$ cat src/hdl/hdc_defs.svh
`ifndef HDC_DEFS_SVH
`define HDC_DEFS_SVH

// ==========================================================
// Register map (printed indices; byte address = index * 4)
// ==========================================================
`define HDC_IDX_CTL1      8'h1B
`define HDC_IDX_CTL2      8'h1C
`define HDC_IDX_STAT      8'h1D
`define HDC_ADDR_W        10

// ==========================================================
// Field positions and reset values
// ==========================================================
`define HDC_BIT_BOOST     7
`define HDC_BIT_RSVD      6
`define HDC_BIT_CMBIAS    5
`define HDC_DT_MSB        4
`define HDC_CTL1_RST      8'h93
`define HDC_CTL1_WMASK    8'hBF
`define HDC_CTL2_RST      8'hF5

// ==========================================================
// Timing (times in ns, clock 4 ns)
// ==========================================================
`define HDC_CLK_NS        4
`define HDC_LRA_STEP_NS   100_000
`define HDC_LRA_OFS_NS    500_000
`define HDC_ERM_STEP_NS   200_000
`define HDC_ERM_OFS_NS    1_000_000
`define HDC_PER_W         21
`define HDC_PER_MIN       21'h0_0002

`endif

$ cat src/hdl/hdc_pkg.sv
`default_nettype none

// ==========================================================
// Types shared by the drive control block
// ==========================================================
package hdc_pkg;

   // Layout of the first drive control register
   typedef struct packed {
      logic       boost;
      logic       rsvd;
      logic       cm_bias;
      logic [4:0] drive_time;
   } hdc_ctl1_t;

   // Synchronised view of the inputs from outside the clock
   typedef struct packed {
      logic lra_mode;
      logic zero_cross;
   } hdc_ext_t;

endpackage

`default_nettype wire

$ cat src/hdl/hdc_drive_ctrl.sv
// Notes on behaviour
// - boost bit 7, reset 1, raises loop gain while overdrive is active.
// - common-mode bit 5 set drives bias onto the input/trigger pin.
// - common-mode bit 0 (reset) leaves the input/trigger pin unbiased.
// - drive-time field bits 4..0, reset 0x13, meaning depends on mode.
// - resonant mode drive time is field times 0.1 ms plus 0.5 ms.
// - resonant mode treats programmed time as estimate, then tracks.
// - rotating-mass sampling interval is field times 0.2 ms plus 1 ms.
//
// The APB slave port was decided locally.
`include "hdc_defs.svh"
`default_nettype none

module hdc_drive_ctrl
   import hdc_pkg::*;
#(
   parameter int LRA_STEP_CYC = `HDC_LRA_STEP_NS / `HDC_CLK_NS,
   parameter int LRA_OFS_CYC  = `HDC_LRA_OFS_NS / `HDC_CLK_NS,
   parameter int ERM_STEP_CYC = `HDC_ERM_STEP_NS / `HDC_CLK_NS,
   parameter int ERM_OFS_CYC  = `HDC_ERM_OFS_NS / `HDC_CLK_NS
) (
   // Clock and reset
   input  wire logic                   pclk,
   input  wire logic                   presetn,
   // APB slave
   input  wire logic                   psel,
   input  wire logic                   penable,
   input  wire logic                   pwrite,
   input  wire logic [`HDC_ADDR_W-1:0] paddr,
   input  wire logic [31:0]            pwdata,
   output logic      [31:0]            prdata,
   output logic                        pready,
   output logic                        pslverr,
   // Actuator mode and feedback (asynchronous pins)
   input  wire logic                   lra_mode_pin,
   input  wire logic                   zero_cross_pin,
   // Overdrive phase from the drive engine
   input  wire logic                   overdrive_active,
   // Loop and pin controls
   output logic                        overdrive_gain_boost,
   output logic                        input_common_mode_bias,
   // Drive timing
   output logic                        drive_tick,
   output logic                        backemf_sample,
   output logic [`HDC_PER_W-1:0]       drive_period,
   // Second control register, passed to the engine
   output logic [7:0]                  drive_control_two_q
);

   // =======================================================
   // Declarations
   // =======================================================
   localparam logic [`HDC_PER_W-1:0] LRA_STEP = LRA_STEP_CYC[`HDC_PER_W-1:0];
   localparam logic [`HDC_PER_W-1:0] LRA_OFS  = LRA_OFS_CYC[`HDC_PER_W-1:0];
   localparam logic [`HDC_PER_W-1:0] ERM_STEP = ERM_STEP_CYC[`HDC_PER_W-1:0];
   localparam logic [`HDC_PER_W-1:0] ERM_OFS  = ERM_OFS_CYC[`HDC_PER_W-1:0];

   hdc_ctl1_t                 ctl1_r;
   logic [7:0]                ctl2_r;
   logic [31:0]               prdata_r;
   logic [2:0]                sync_r [2];
   hdc_ext_t                  ext_r;
   logic                      zc_prev_r;
   logic                      zc_event;
   logic                      mode_prev_r;
   logic                      mode_chg;
   logic [`HDC_PER_W-1:0]     prog_per;
   logic [`HDC_PER_W-1:0]     period_r;
   logic [`HDC_PER_W-1:0]     cnt_r;
   logic [`HDC_PER_W-1:0]     meas_r;
   logic                      seen_r;
   logic                      track_r;
   logic                      tick_r;
   logic                      sample_r;
   logic                      boost_r;
   logic                      cm_r;
   logic                      reload_r;
   logic                      setup;
   logic                      access;
   logic                      wr_ctl1;
   logic                      wr_ctl2;
   logic                      hit;
   logic [7:0]                idx;
   logic [1:0]                pin_in;

   // =======================================================
   // APB decode
   // =======================================================
   // Word index; low two address bits ignored
   assign idx    = paddr[`HDC_ADDR_W-1:2];
   assign setup  = psel & ~penable;
   assign access = psel & penable;
   assign hit    = (idx == `HDC_IDX_CTL1) | (idx == `HDC_IDX_CTL2) |
                   (idx == `HDC_IDX_STAT);
   assign wr_ctl1 = access & pwrite & (idx == `HDC_IDX_CTL1);
   assign wr_ctl2 = access & pwrite & (idx == `HDC_IDX_CTL2);

   // Zero wait states; unmapped access answers with an error
   assign pready  = 1'b1;
   assign pslverr = access & ~hit;
   assign prdata  = prdata_r;

   // =======================================================
   // Registers
   // =======================================================
   // First control register; reserved bit never stored
   always_ff @(posedge pclk or negedge presetn) begin
      if (!presetn) begin
         ctl1_r <= `HDC_CTL1_RST;
      end else if (wr_ctl1) begin
         ctl1_r <= pwdata[7:0] & `HDC_CTL1_WMASK;
      end
   end

   // Second control register, held for the engine
   always_ff @(posedge pclk or negedge presetn) begin
      if (!presetn) begin
         ctl2_r <= `HDC_CTL2_RST;
      end else if (wr_ctl2) begin
         ctl2_r <= pwdata[7:0];
      end
   end
   assign drive_control_two_q = ctl2_r;

   // Read data captured in setup so it comes from a flip-flop
   always_ff @(posedge pclk or negedge presetn) begin
      if (!presetn) begin
         prdata_r <= 32'h0000_0000;
      end else if (setup && !pwrite) begin
         unique case (idx)
            `HDC_IDX_CTL1: begin
               prdata_r <= {24'h00_0000,
                            ctl1_r & `HDC_CTL1_WMASK};
            end
            `HDC_IDX_CTL2: begin
               prdata_r <= {24'h00_0000, ctl2_r};
            end
            `HDC_IDX_STAT: begin
               prdata_r <= {ext_r.lra_mode, track_r, 9'h000,
                            period_r};
            end
            default: begin
               prdata_r <= 32'h0000_0000;
            end
         endcase
      end
   end

   // =======================================================
   // Pin synchronisers
   // =======================================================
   // Three stages; a change counts once stages two and three agree
   assign pin_in = {lra_mode_pin, zero_cross_pin};

   generate
      for (genvar i = 0; i < 2; i++) begin : g_sync
         always_ff @(posedge pclk or negedge presetn) begin
            if (!presetn) begin
               sync_r[i] <= 3'h0;
            end else begin
               sync_r[i] <= {sync_r[i][1:0], pin_in[i]};
            end
         end
      end
   endgenerate

   // Filtered levels; stage one is read only by stage two
   always_ff @(posedge pclk or negedge presetn) begin
      if (!presetn) begin
         ext_r <= '0;
      end else begin
         if (sync_r[1][1] == sync_r[1][2]) begin
            ext_r.lra_mode <= sync_r[1][2];
         end
         if (sync_r[0][1] == sync_r[0][2]) begin
            ext_r.zero_cross <= sync_r[0][2];
         end
      end
   end

   // Edge history for feedback crossings and mode changes
   always_ff @(posedge pclk or negedge presetn) begin
      if (!presetn) begin
         zc_prev_r   <= 1'b0;
         mode_prev_r <= 1'b0;
      end else begin
         zc_prev_r   <= ext_r.zero_cross;
         mode_prev_r <= ext_r.lra_mode;
      end
   end
   // Both edges of the crossing signal mark a half period
   assign zc_event = ext_r.zero_cross ^ zc_prev_r;
   assign mode_chg = ext_r.lra_mode ^ mode_prev_r;

   // =======================================================
   // Loop gain boost and common-mode bias
   // =======================================================
   // Registered so the pin bias and gain step never glitch
   always_ff @(posedge pclk or negedge presetn) begin
      if (!presetn) begin
         boost_r <= 1'b0;
         cm_r    <= 1'b0;
      end else begin
         boost_r <= ctl1_r.boost & overdrive_active;
         cm_r    <= ctl1_r.cm_bias;
      end
   end
   assign overdrive_gain_boost   = boost_r;
   assign input_common_mode_bias = cm_r;

   // =======================================================
   // Programmed drive time
   // =======================================================
   // Step times field plus offset, chosen by actuator type
   always_comb begin
      if (ext_r.lra_mode) begin
         prog_per = `HDC_PER_W'(ctl1_r.drive_time * LRA_STEP)
                    + LRA_OFS;
      end else begin
         prog_per = `HDC_PER_W'(ctl1_r.drive_time * ERM_STEP)
                    + ERM_OFS;
      end
   end

   // Reload after a field write or a change of actuator type
   always_ff @(posedge pclk or negedge presetn) begin
      if (!presetn) begin
         reload_r <= 1'b1;
      end else begin
         reload_r <= wr_ctl1 | mode_chg;
      end
   end

   // =======================================================
   // Resonance tracking
   // =======================================================
   // Measures cycles between feedback crossings
   always_ff @(posedge pclk or negedge presetn) begin
      if (!presetn) begin
         meas_r <= 21'h0_0000;
      end else if (zc_event) begin
         meas_r <= 21'h0_0001;
      end else if (meas_r != '1) begin
         meas_r <= meas_r + 21'h0_0001;
      end
   end

   // Two crossings needed before a measurement is trusted
   always_ff @(posedge pclk or negedge presetn) begin
      if (!presetn) begin
         seen_r  <= 1'b0;
         track_r <= 1'b0;
      end else if (reload_r || !ext_r.lra_mode) begin
         seen_r  <= 1'b0;
         track_r <= 1'b0;
      end else if (zc_event) begin
         seen_r  <= 1'b1;
         track_r <= seen_r;
      end
   end

   // Active half period: estimate first, then measured value
   always_ff @(posedge pclk or negedge presetn) begin
      if (!presetn) begin
         period_r <= 21'h0_0000;
      end else if (reload_r) begin
         period_r <= prog_per;
      end else if (ext_r.lra_mode && zc_event && seen_r &&
                   meas_r >= `HDC_PER_MIN) begin
         period_r <= meas_r;
      end else if (!ext_r.lra_mode) begin
         period_r <= prog_per;
      end
   end
   assign drive_period = period_r;

   // =======================================================
   // Drive and sampling timer
   // =======================================================
   // Restarts on reload so a new setting takes effect at once
   always_ff @(posedge pclk or negedge presetn) begin
      if (!presetn) begin
         cnt_r <= 21'h0_0000;
      end else if (reload_r || cnt_r + 21'h0_0001 >= period_r) begin
         cnt_r <= 21'h0_0000;
      end else begin
         cnt_r <= cnt_r + 21'h0_0001;
      end
   end

   // One-cycle pulses at the end of each interval
   always_ff @(posedge pclk or negedge presetn) begin
      if (!presetn) begin
         tick_r   <= 1'b0;
         sample_r <= 1'b0;
      end else begin
         tick_r   <= ~reload_r & ext_r.lra_mode &
                     (cnt_r + 21'h0_0001 >= period_r);
         sample_r <= ~reload_r & ~ext_r.lra_mode &
                     (cnt_r + 21'h0_0001 >= period_r);
      end
   end
   assign drive_tick     = tick_r;
   assign backemf_sample = sample_r;

endmodule

`default_nettype wire

$ cat config.mk
export PLATFORM = sky130hd
export DESIGN_NAME = hdc_drive_ctrl
export DESIGN_NICKNAME = d
export VERILOG_FILES = /design/src/hdl/hdc_pkg.sv /design/src/hdl/hdc_drive_ctrl.sv
export VERILOG_INCLUDE_DIRS = /design/src /design/src/hdl
export SDC_FILE = /design/constraint.sdc
export NUM_CORES = 1
export LEC_CHECK = 0
export BUFFER_PORTS_ARGS = -buffer_cell sky130_fd_sc_hd__buf_2
export CAP_MARGIN = 5
export CORE_ASPECT_RATIO = 1.2
export CORE_MARGIN = 4
export CORE_UTILIZATION = 30
export CTS_CLUSTER_DIAMETER = 200
export DETAILED_ROUTE_END_ITERATION = 16
export PLACE_DENSITY = 0.47
export SLEW_MARGIN = 0
export SYNTH_ARGS = -nofsm -noshare
export SYNTH_HDL_FRONTEND = slang
export SYNTH_SLANG_ARGS = --single-unit
$ cat constraint.sdc
create_clock -name pclk -period 4.7 [get_ports pclk]
set_input_delay 0.235 -clock pclk [delete_from_list [all_inputs] [get_ports pclk]]
set_output_delay 0.235 -clock pclk [all_outputs]
set_load 0.01 [all_outputs]
# ---- Yosys cells after proc, flatten, opt, wreduce, memory -nomap -nowiden
# Cells that the tools add are included.
# Widths: inputs -> output; s select.
dict set report word_totals {
  regBits 127
  in_bits 50
  word_cells 78
}
dict set report op_classes {
  n_reduce_logical 10
  mul 2
  n_lt_le_gt_ge 2
  bitwise 20
  add_sub_neg 4
  eq_ne 7
  n_mux 12
}
# cell count
set op_table {}
lappend op_table {{$mux 21} 7}
lappend op_table {{$pmux 32 s3} 1}
lappend op_table {{$add 21x1->21 const B} 2}
lappend op_table {{$mul 5x12->17 const B} 2}
lappend op_table {{$eq 8x5->1 const B} 3}
lappend op_table {{$add 20x17->21 const B} 1}
lappend op_table {{$add 21x18->21 const B} 1}
lappend op_table {{$ge 21x2->1 const B} 1}
lappend op_table {{$ge 21x21->1} 1}
lappend op_table {{$ne 21x21->1 const B} 1}
lappend op_table {{$and 1x1->1} 11}
lappend op_table {{$logic_and 1x1->1} 4}
lappend op_table {{$mux 1} 4}
lappend op_table {{$not 1->1} 4}
lappend op_table {{$reduce_bool 2->1} 2}
lappend op_table {{$ne 3x1->1 const B} 1}
lappend op_table {{$or 1x1->1} 3}
lappend op_table {{$eq 1x1->1} 2}
lappend op_table {{$logic_not 1->1} 2}
lappend op_table {{$logic_or 1x1->1} 2}
lappend op_table {{$xor 1x1->1} 2}

# ---- Logic depth before layout (Yosys ltp)
dict set report logic_depth {
  word_depth 6
  ltp_mapped 15
}

# ---- Worst setup path after synthesis
# No wires, ideal clock.
dict set report synth_path {
  path_type {register -> register}
  from {register ctl1_r[4] (netlist bit)}
  to {register period_r[19], in the netlist drive_period[19]}
  setup_ps 123
  required_ps 4577
  path_buffers 0
  slack_ps 1034
  path_stages_with_launch 14
  period_less_slack_ps 3666
  arrival_ps 3543
  path_cell_list {dfstp_2 ha_1 xor2_1 ha_1 ha_1 ha_1 a211o_1 a21o_1 a211o_1 a221o_1 and2_4 a211oi_2 xnor2_1 o221a_1}
}
dict set report synth_via {
  elab_chain_cells 6
  elab_cells_between_ends 8
  cone_classes {2 x add/sub; 2 x mul; 4 x mux}
}
# element line
set synth_lines {}
lappend synth_lines {{start: declaration} hdc_drive_ctrl.sv:58} ;# hdc_ctl1_t ctl1_r;
lappend synth_lines {{start signal: assignment} hdc_drive_ctrl.sv:109} ;# ctl1_r <= `HDC_CTL1_RST;
lappend synth_lines {{start signal: assignment} hdc_drive_ctrl.sv:111} ;# ctl1_r <= pwdata[7:0] & `HDC_CTL1_WMASK;
lappend synth_lines {{$mul 5x12->17} {hdc_drive_ctrl.sv:217, hdc_drive_ctrl.sv:220}}
lappend synth_lines {{$add 21x18->21 (no line) or $add 20x17->21 (tied branches)} --}
lappend synth_lines {{$mux 21 (*)} hdc_drive_ctrl.sv:216} ;# if (ext_r.lra_mode) begin
lappend synth_lines {{$mux 21} hdc_drive_ctrl.sv:271} ;# end else if (!ext_r.lra_mode) begin
lappend synth_lines {{$mux 21} hdc_drive_ctrl.sv:268} ;# end else if (ext_r.lra_mode && zc_event && seen_r &&
lappend synth_lines {{$mux 21 (*)} hdc_drive_ctrl.sv:266} ;# end else if (reload_r) begin
lappend synth_lines {{end signal: assignment} hdc_drive_ctrl.sv:267} ;# period_r <= prog_per;
lappend synth_lines {{end signal: assignment} hdc_drive_ctrl.sv:270} ;# period_r <= meas_r;
lappend synth_lines {{end signal: assignment} hdc_drive_ctrl.sv:272} ;# period_r <= prog_per;
lappend synth_lines {{end: declaration} hdc_drive_ctrl.sv:68} ;# logic [`HDC_PER_W-1:0] period_r;
# Mark *: on every way between the ends. The rest lies on a longest branch, timed or not. The select of a mux whose other input is x is not followed.
# A chain may end at the register's enable or synchronous reset.

# ---- Worst setup path in the final report
# Ends and elaborated chain as after synthesis.

==> impl_metrics.csv <==
group,metric,value,unit
synth,syn_area,7110,sq um
critical_path,endpoint_kind,"flip-flop",
clock_tree,cts_resized,0,
clock_tree,cts_tree,"done",
critical_path,worst_setup_path_start_kind,"flip-flop",
drt,drt_pass1_iterations,4,
synth,synth-simple-area-share,0.169,
layout,final_net_count,907,
sta,setup_viol,0,
grt,grt_pass1_vias,5524,
drt,finalWirelength,18500,um
drt,wl_met1,8150,um
grt,track_usage,0.146,
drt,dr.max_layer_used,"met4",
power_and_ir_drop,leakage,4.32,nW
synth,synth-seq-cells,118,
drt,drc,0,
placed_design,port_buffers,80,
critical_path,worstSetupPathType,"flip-flop to flip-flop",
sta,relSlewSlack,0.214,
synth,syn_avg_cell_area,9.89,sq um
synth,synth_edf_count,0,
drt,vias,5422,
power_and_ir_drop,power.density,344,nW/um^2
sta,period_share,0.867,
layout,syn_to_final_growth,19.1,%
drt,ant_nets,0,
sta,slew_violations,0,
placed_design,post-place-ws,589,ps
sta,fmax,245,MHz
clock_tree,cts_sinks,118,
layout,diodes,0,
critical_path,required,4990,ps
sta,hold_viol_final,0,
floorplan,io_pins,117,
status,status,"finished, final reports clean",
floorplan,die_area,26200,sq um
critical_path,reg2reg_slack,630,ps
worst_hold_path,hold_path_class,"input pin to flip-flop",
drt,vias_per_cell,4.80,
synth,synth_top_flop_cell,"dfrtp_1",
synth,synth_top_family_by_area,"simple AND/OR/NAND/NOR gates",
synth,yosys.area.top_type,"dfrtp_1",
floorplan,start_util,0.305,
floorplan,num_rows,61,
critical_path,cp_max_fo,6,
clock_tree,htreeDepth,4,
drt,post_drt_wl_per_cell,16.4,um
synth,syn_inst,719,
synth,synth_seq_area_share,0.417,
drt,routed-wl-met3,608,um
sta,layout_min_cycle_time,4070,ps
clock_tree,numCtsBuffers,17,
grt,grt_pass1_wl,29900,um
job,drv_cap,0,
synth,synthXorXnorAreaFrac,0.0764,
sta,fin_worst_skew,21.4,ps
clock_tree,cts_buffer_depth,2,
sta,rsz0062_at_grt,"false",
synth,synth_top_area_share,0.377,
clock_tree,cts_root_buffer,"clkbuf_16",
grt,grt_max_degree,50,
sta,setup_ws,625,ps
synth,ys_types,70,
placed_design,gp_congestion,0.804,
synth,yosys-top-cells-area,"dfrtp_1 38%, ha_1 9.5%, xor2_1 4.7%, dfstp_2 4.1%, nor2_1 3.4%",
clock_tree,clkTransAtPathRegs,60,ps
synth,async_reset_ff_frac,1.00,
synth,synthMuxAreaShare,0.0625,
layout,drive_gt1_frac,0.206,
sta,fin_worst_hold_slack,32.3,ps
synth,synth_fa_ha_area_frac,0.101,
critical_path,worstPathArrival,4370,ps
power_and_ir_drop,ir_drop,0.190,mV
floorplan,core,23300,sq um
drt,met2WireLength,9430,um
synth,ys_warn_count,0,
floorplan,die_x,149,um
clock_tree,clock_latency,430,ps
grt,antenna_found_initial,0,
sta,setup_tns,0,ps
placed_design,hpwlAfterDp,14100,um
grt,grt_overflow,0,
floorplan,dieHeight,177,um
clock_tree,cts_setup_buffers,0,
synth,synth-compound-area-share,0.130,
drt,drtIter0Drc,242,
sta,tightestPinTransition,1170,ps
## layout make-up
| type | count | area (sq um) |
|---|---|---|
| Sequential cell | 118 | 2970 |
| Multi-Input combinational cell | 538 | 3880 |
| Fill cell | 2376 | 14800 |
| Tap cell | 315 | 394 |
| Clock buffer | 19 | 443 |
| Timing Repair Buffer | 92 | 500 |
| Clock inverter | 13 | 155 |
| Inverter | 35 | 131 |
## metrics by stage
stage | area (sq um) | total power [mW] | std cells | utilization
after global routing | 8470 | 3.06 | 1130 | 0.364
after detailed placement | 7840 | 1.62 | 1095 | 0.337
after global placement | 7840 | 1.62 | 1095 | 0.337
after floorplan | 7140 | 1.44 | 727 | -
final | 8470 | 2.91 | 1130 | 0.364
after CTS | 8470 | 2.96 | 1130 | 0.364
## layer usage
metal,up-vias,track usage
met3,22,0.0266
li1,2697,-
met5,-,0
met2,89,0.252
met1,2614,0.182
met4,0,0.0539
## cell usage after synthesis, drive strengths merged, types with 4 or more instances
cell    instances
a211oi          9
a21o           13
a21oi          33
a22o           16
and2            9
and3           13
buf            12
clkbuf         24
dfrtp         107
dfstp          11
ha             54
inv            34
mux2           19
mux2i          23
nand2          41
nand3          24
nand4          12
nor2           65
nor2b          22
nor3           10
nor4            6
o211ai          5
o21a            4
o21ai          28
o22a            4
or3             6
xnor2          24
xor2           38
## kinds of logic (layout without fill, tap and decap cells)
family | Yosys count | in the layout
other cells | 2 | 10
mux | 42 | 42
xor+xnor | 62 | 62
fa+ha+maj | 57 | 57
flops | 118 | 118
compound gates | 135 | 135
buf+inv | 71 | 159
simple gates | 232 | 232
## critical path: stages (launching register included)
cell and delay [ps]:
dfstp_2 610, ha_1 210, xor2_1 160, ha_1 250, ha_1 280, ha_1 350
and3b_2 250, o211ai_1 210, nor3b_1 410, a21oi_1 200, or2_2 340, a31o_2 290
xor2_1 140, o221a_1 250
## what timing repair did
item / 4_1_cts / 5_1_grt
hold buffers: 3 / 0
endpoints found under the hold margin: 36 / 0
setup endpoints to repair: 0 / 0
## path summary, 6_finish.rpt
path | from | to | cells after the start
worst max-delay path | ctl1_r[4] | drive_period[19] | 13
worst min-delay path | overdrive_active | overdrive_gain_boost | 2
worst max register to register | ctl1_r[4] | drive_period[19] | 13
worst min register to register | sync_r[0] | sync_r[1] | 0
max in group asynchronous | presetn | meas_r[15] | 3
min in group asynchronous | presetn | drive_control_two_q[1] | 2
## flip-flops by register name, indices dropped and copies added, names as in the netlist
name                    cells
ctl1_r                      7
drive_tick                  1
track_r                     1
prdata                     23
sync_r                      6
cnt_r                      21
reload_r                    1
backemf_sample              1
drive_period               21
drive_control_two_q         8
seen_r                      1
zc_prev_r                   1
overdrive_gain_boost        1
mode_prev_r                 1
ext_r                       2
meas_r                     21
input_common_mode_bias      1
## placed cells by master, fill, tap and decap left out, types with 4 or more instances in the layout
cell,count
dfrtp_1,107
nor2_1,65
nand4_1,12
dfstp_2,11
mux2i_1,23
o22a_1,4
mux2_2,19
and3_1,12
nand2_1,41
o21ai_0,27
nand3_1,24
buf_2,79
a211oi_1,8
o21a_1,4
xnor2_1,24
clkbuf_16,17
xor2_1,37
a22o_1,16
o211ai_1,5
ha_1,54
buf_4,10
nor4_1,5
nor3_1,8
and2_1,7
clkinv_2,5
conb_1,10
inv_1,34
or3_1,6
a21o_1,13
nor2b_1,22
a21oi_1,32
## power by group
| group | internal (mW) | switching, mW | leakage (nW) |
|---|---|---|---|
| combinational | 0.176 | 0.250 | 2.49 |
| sequential | 1.08 | 0.0903 | 1.54 |
| clock | 0.843 | 0.474 | 0.289 |
Note: power is estimated with default switching activity, not from simulation.
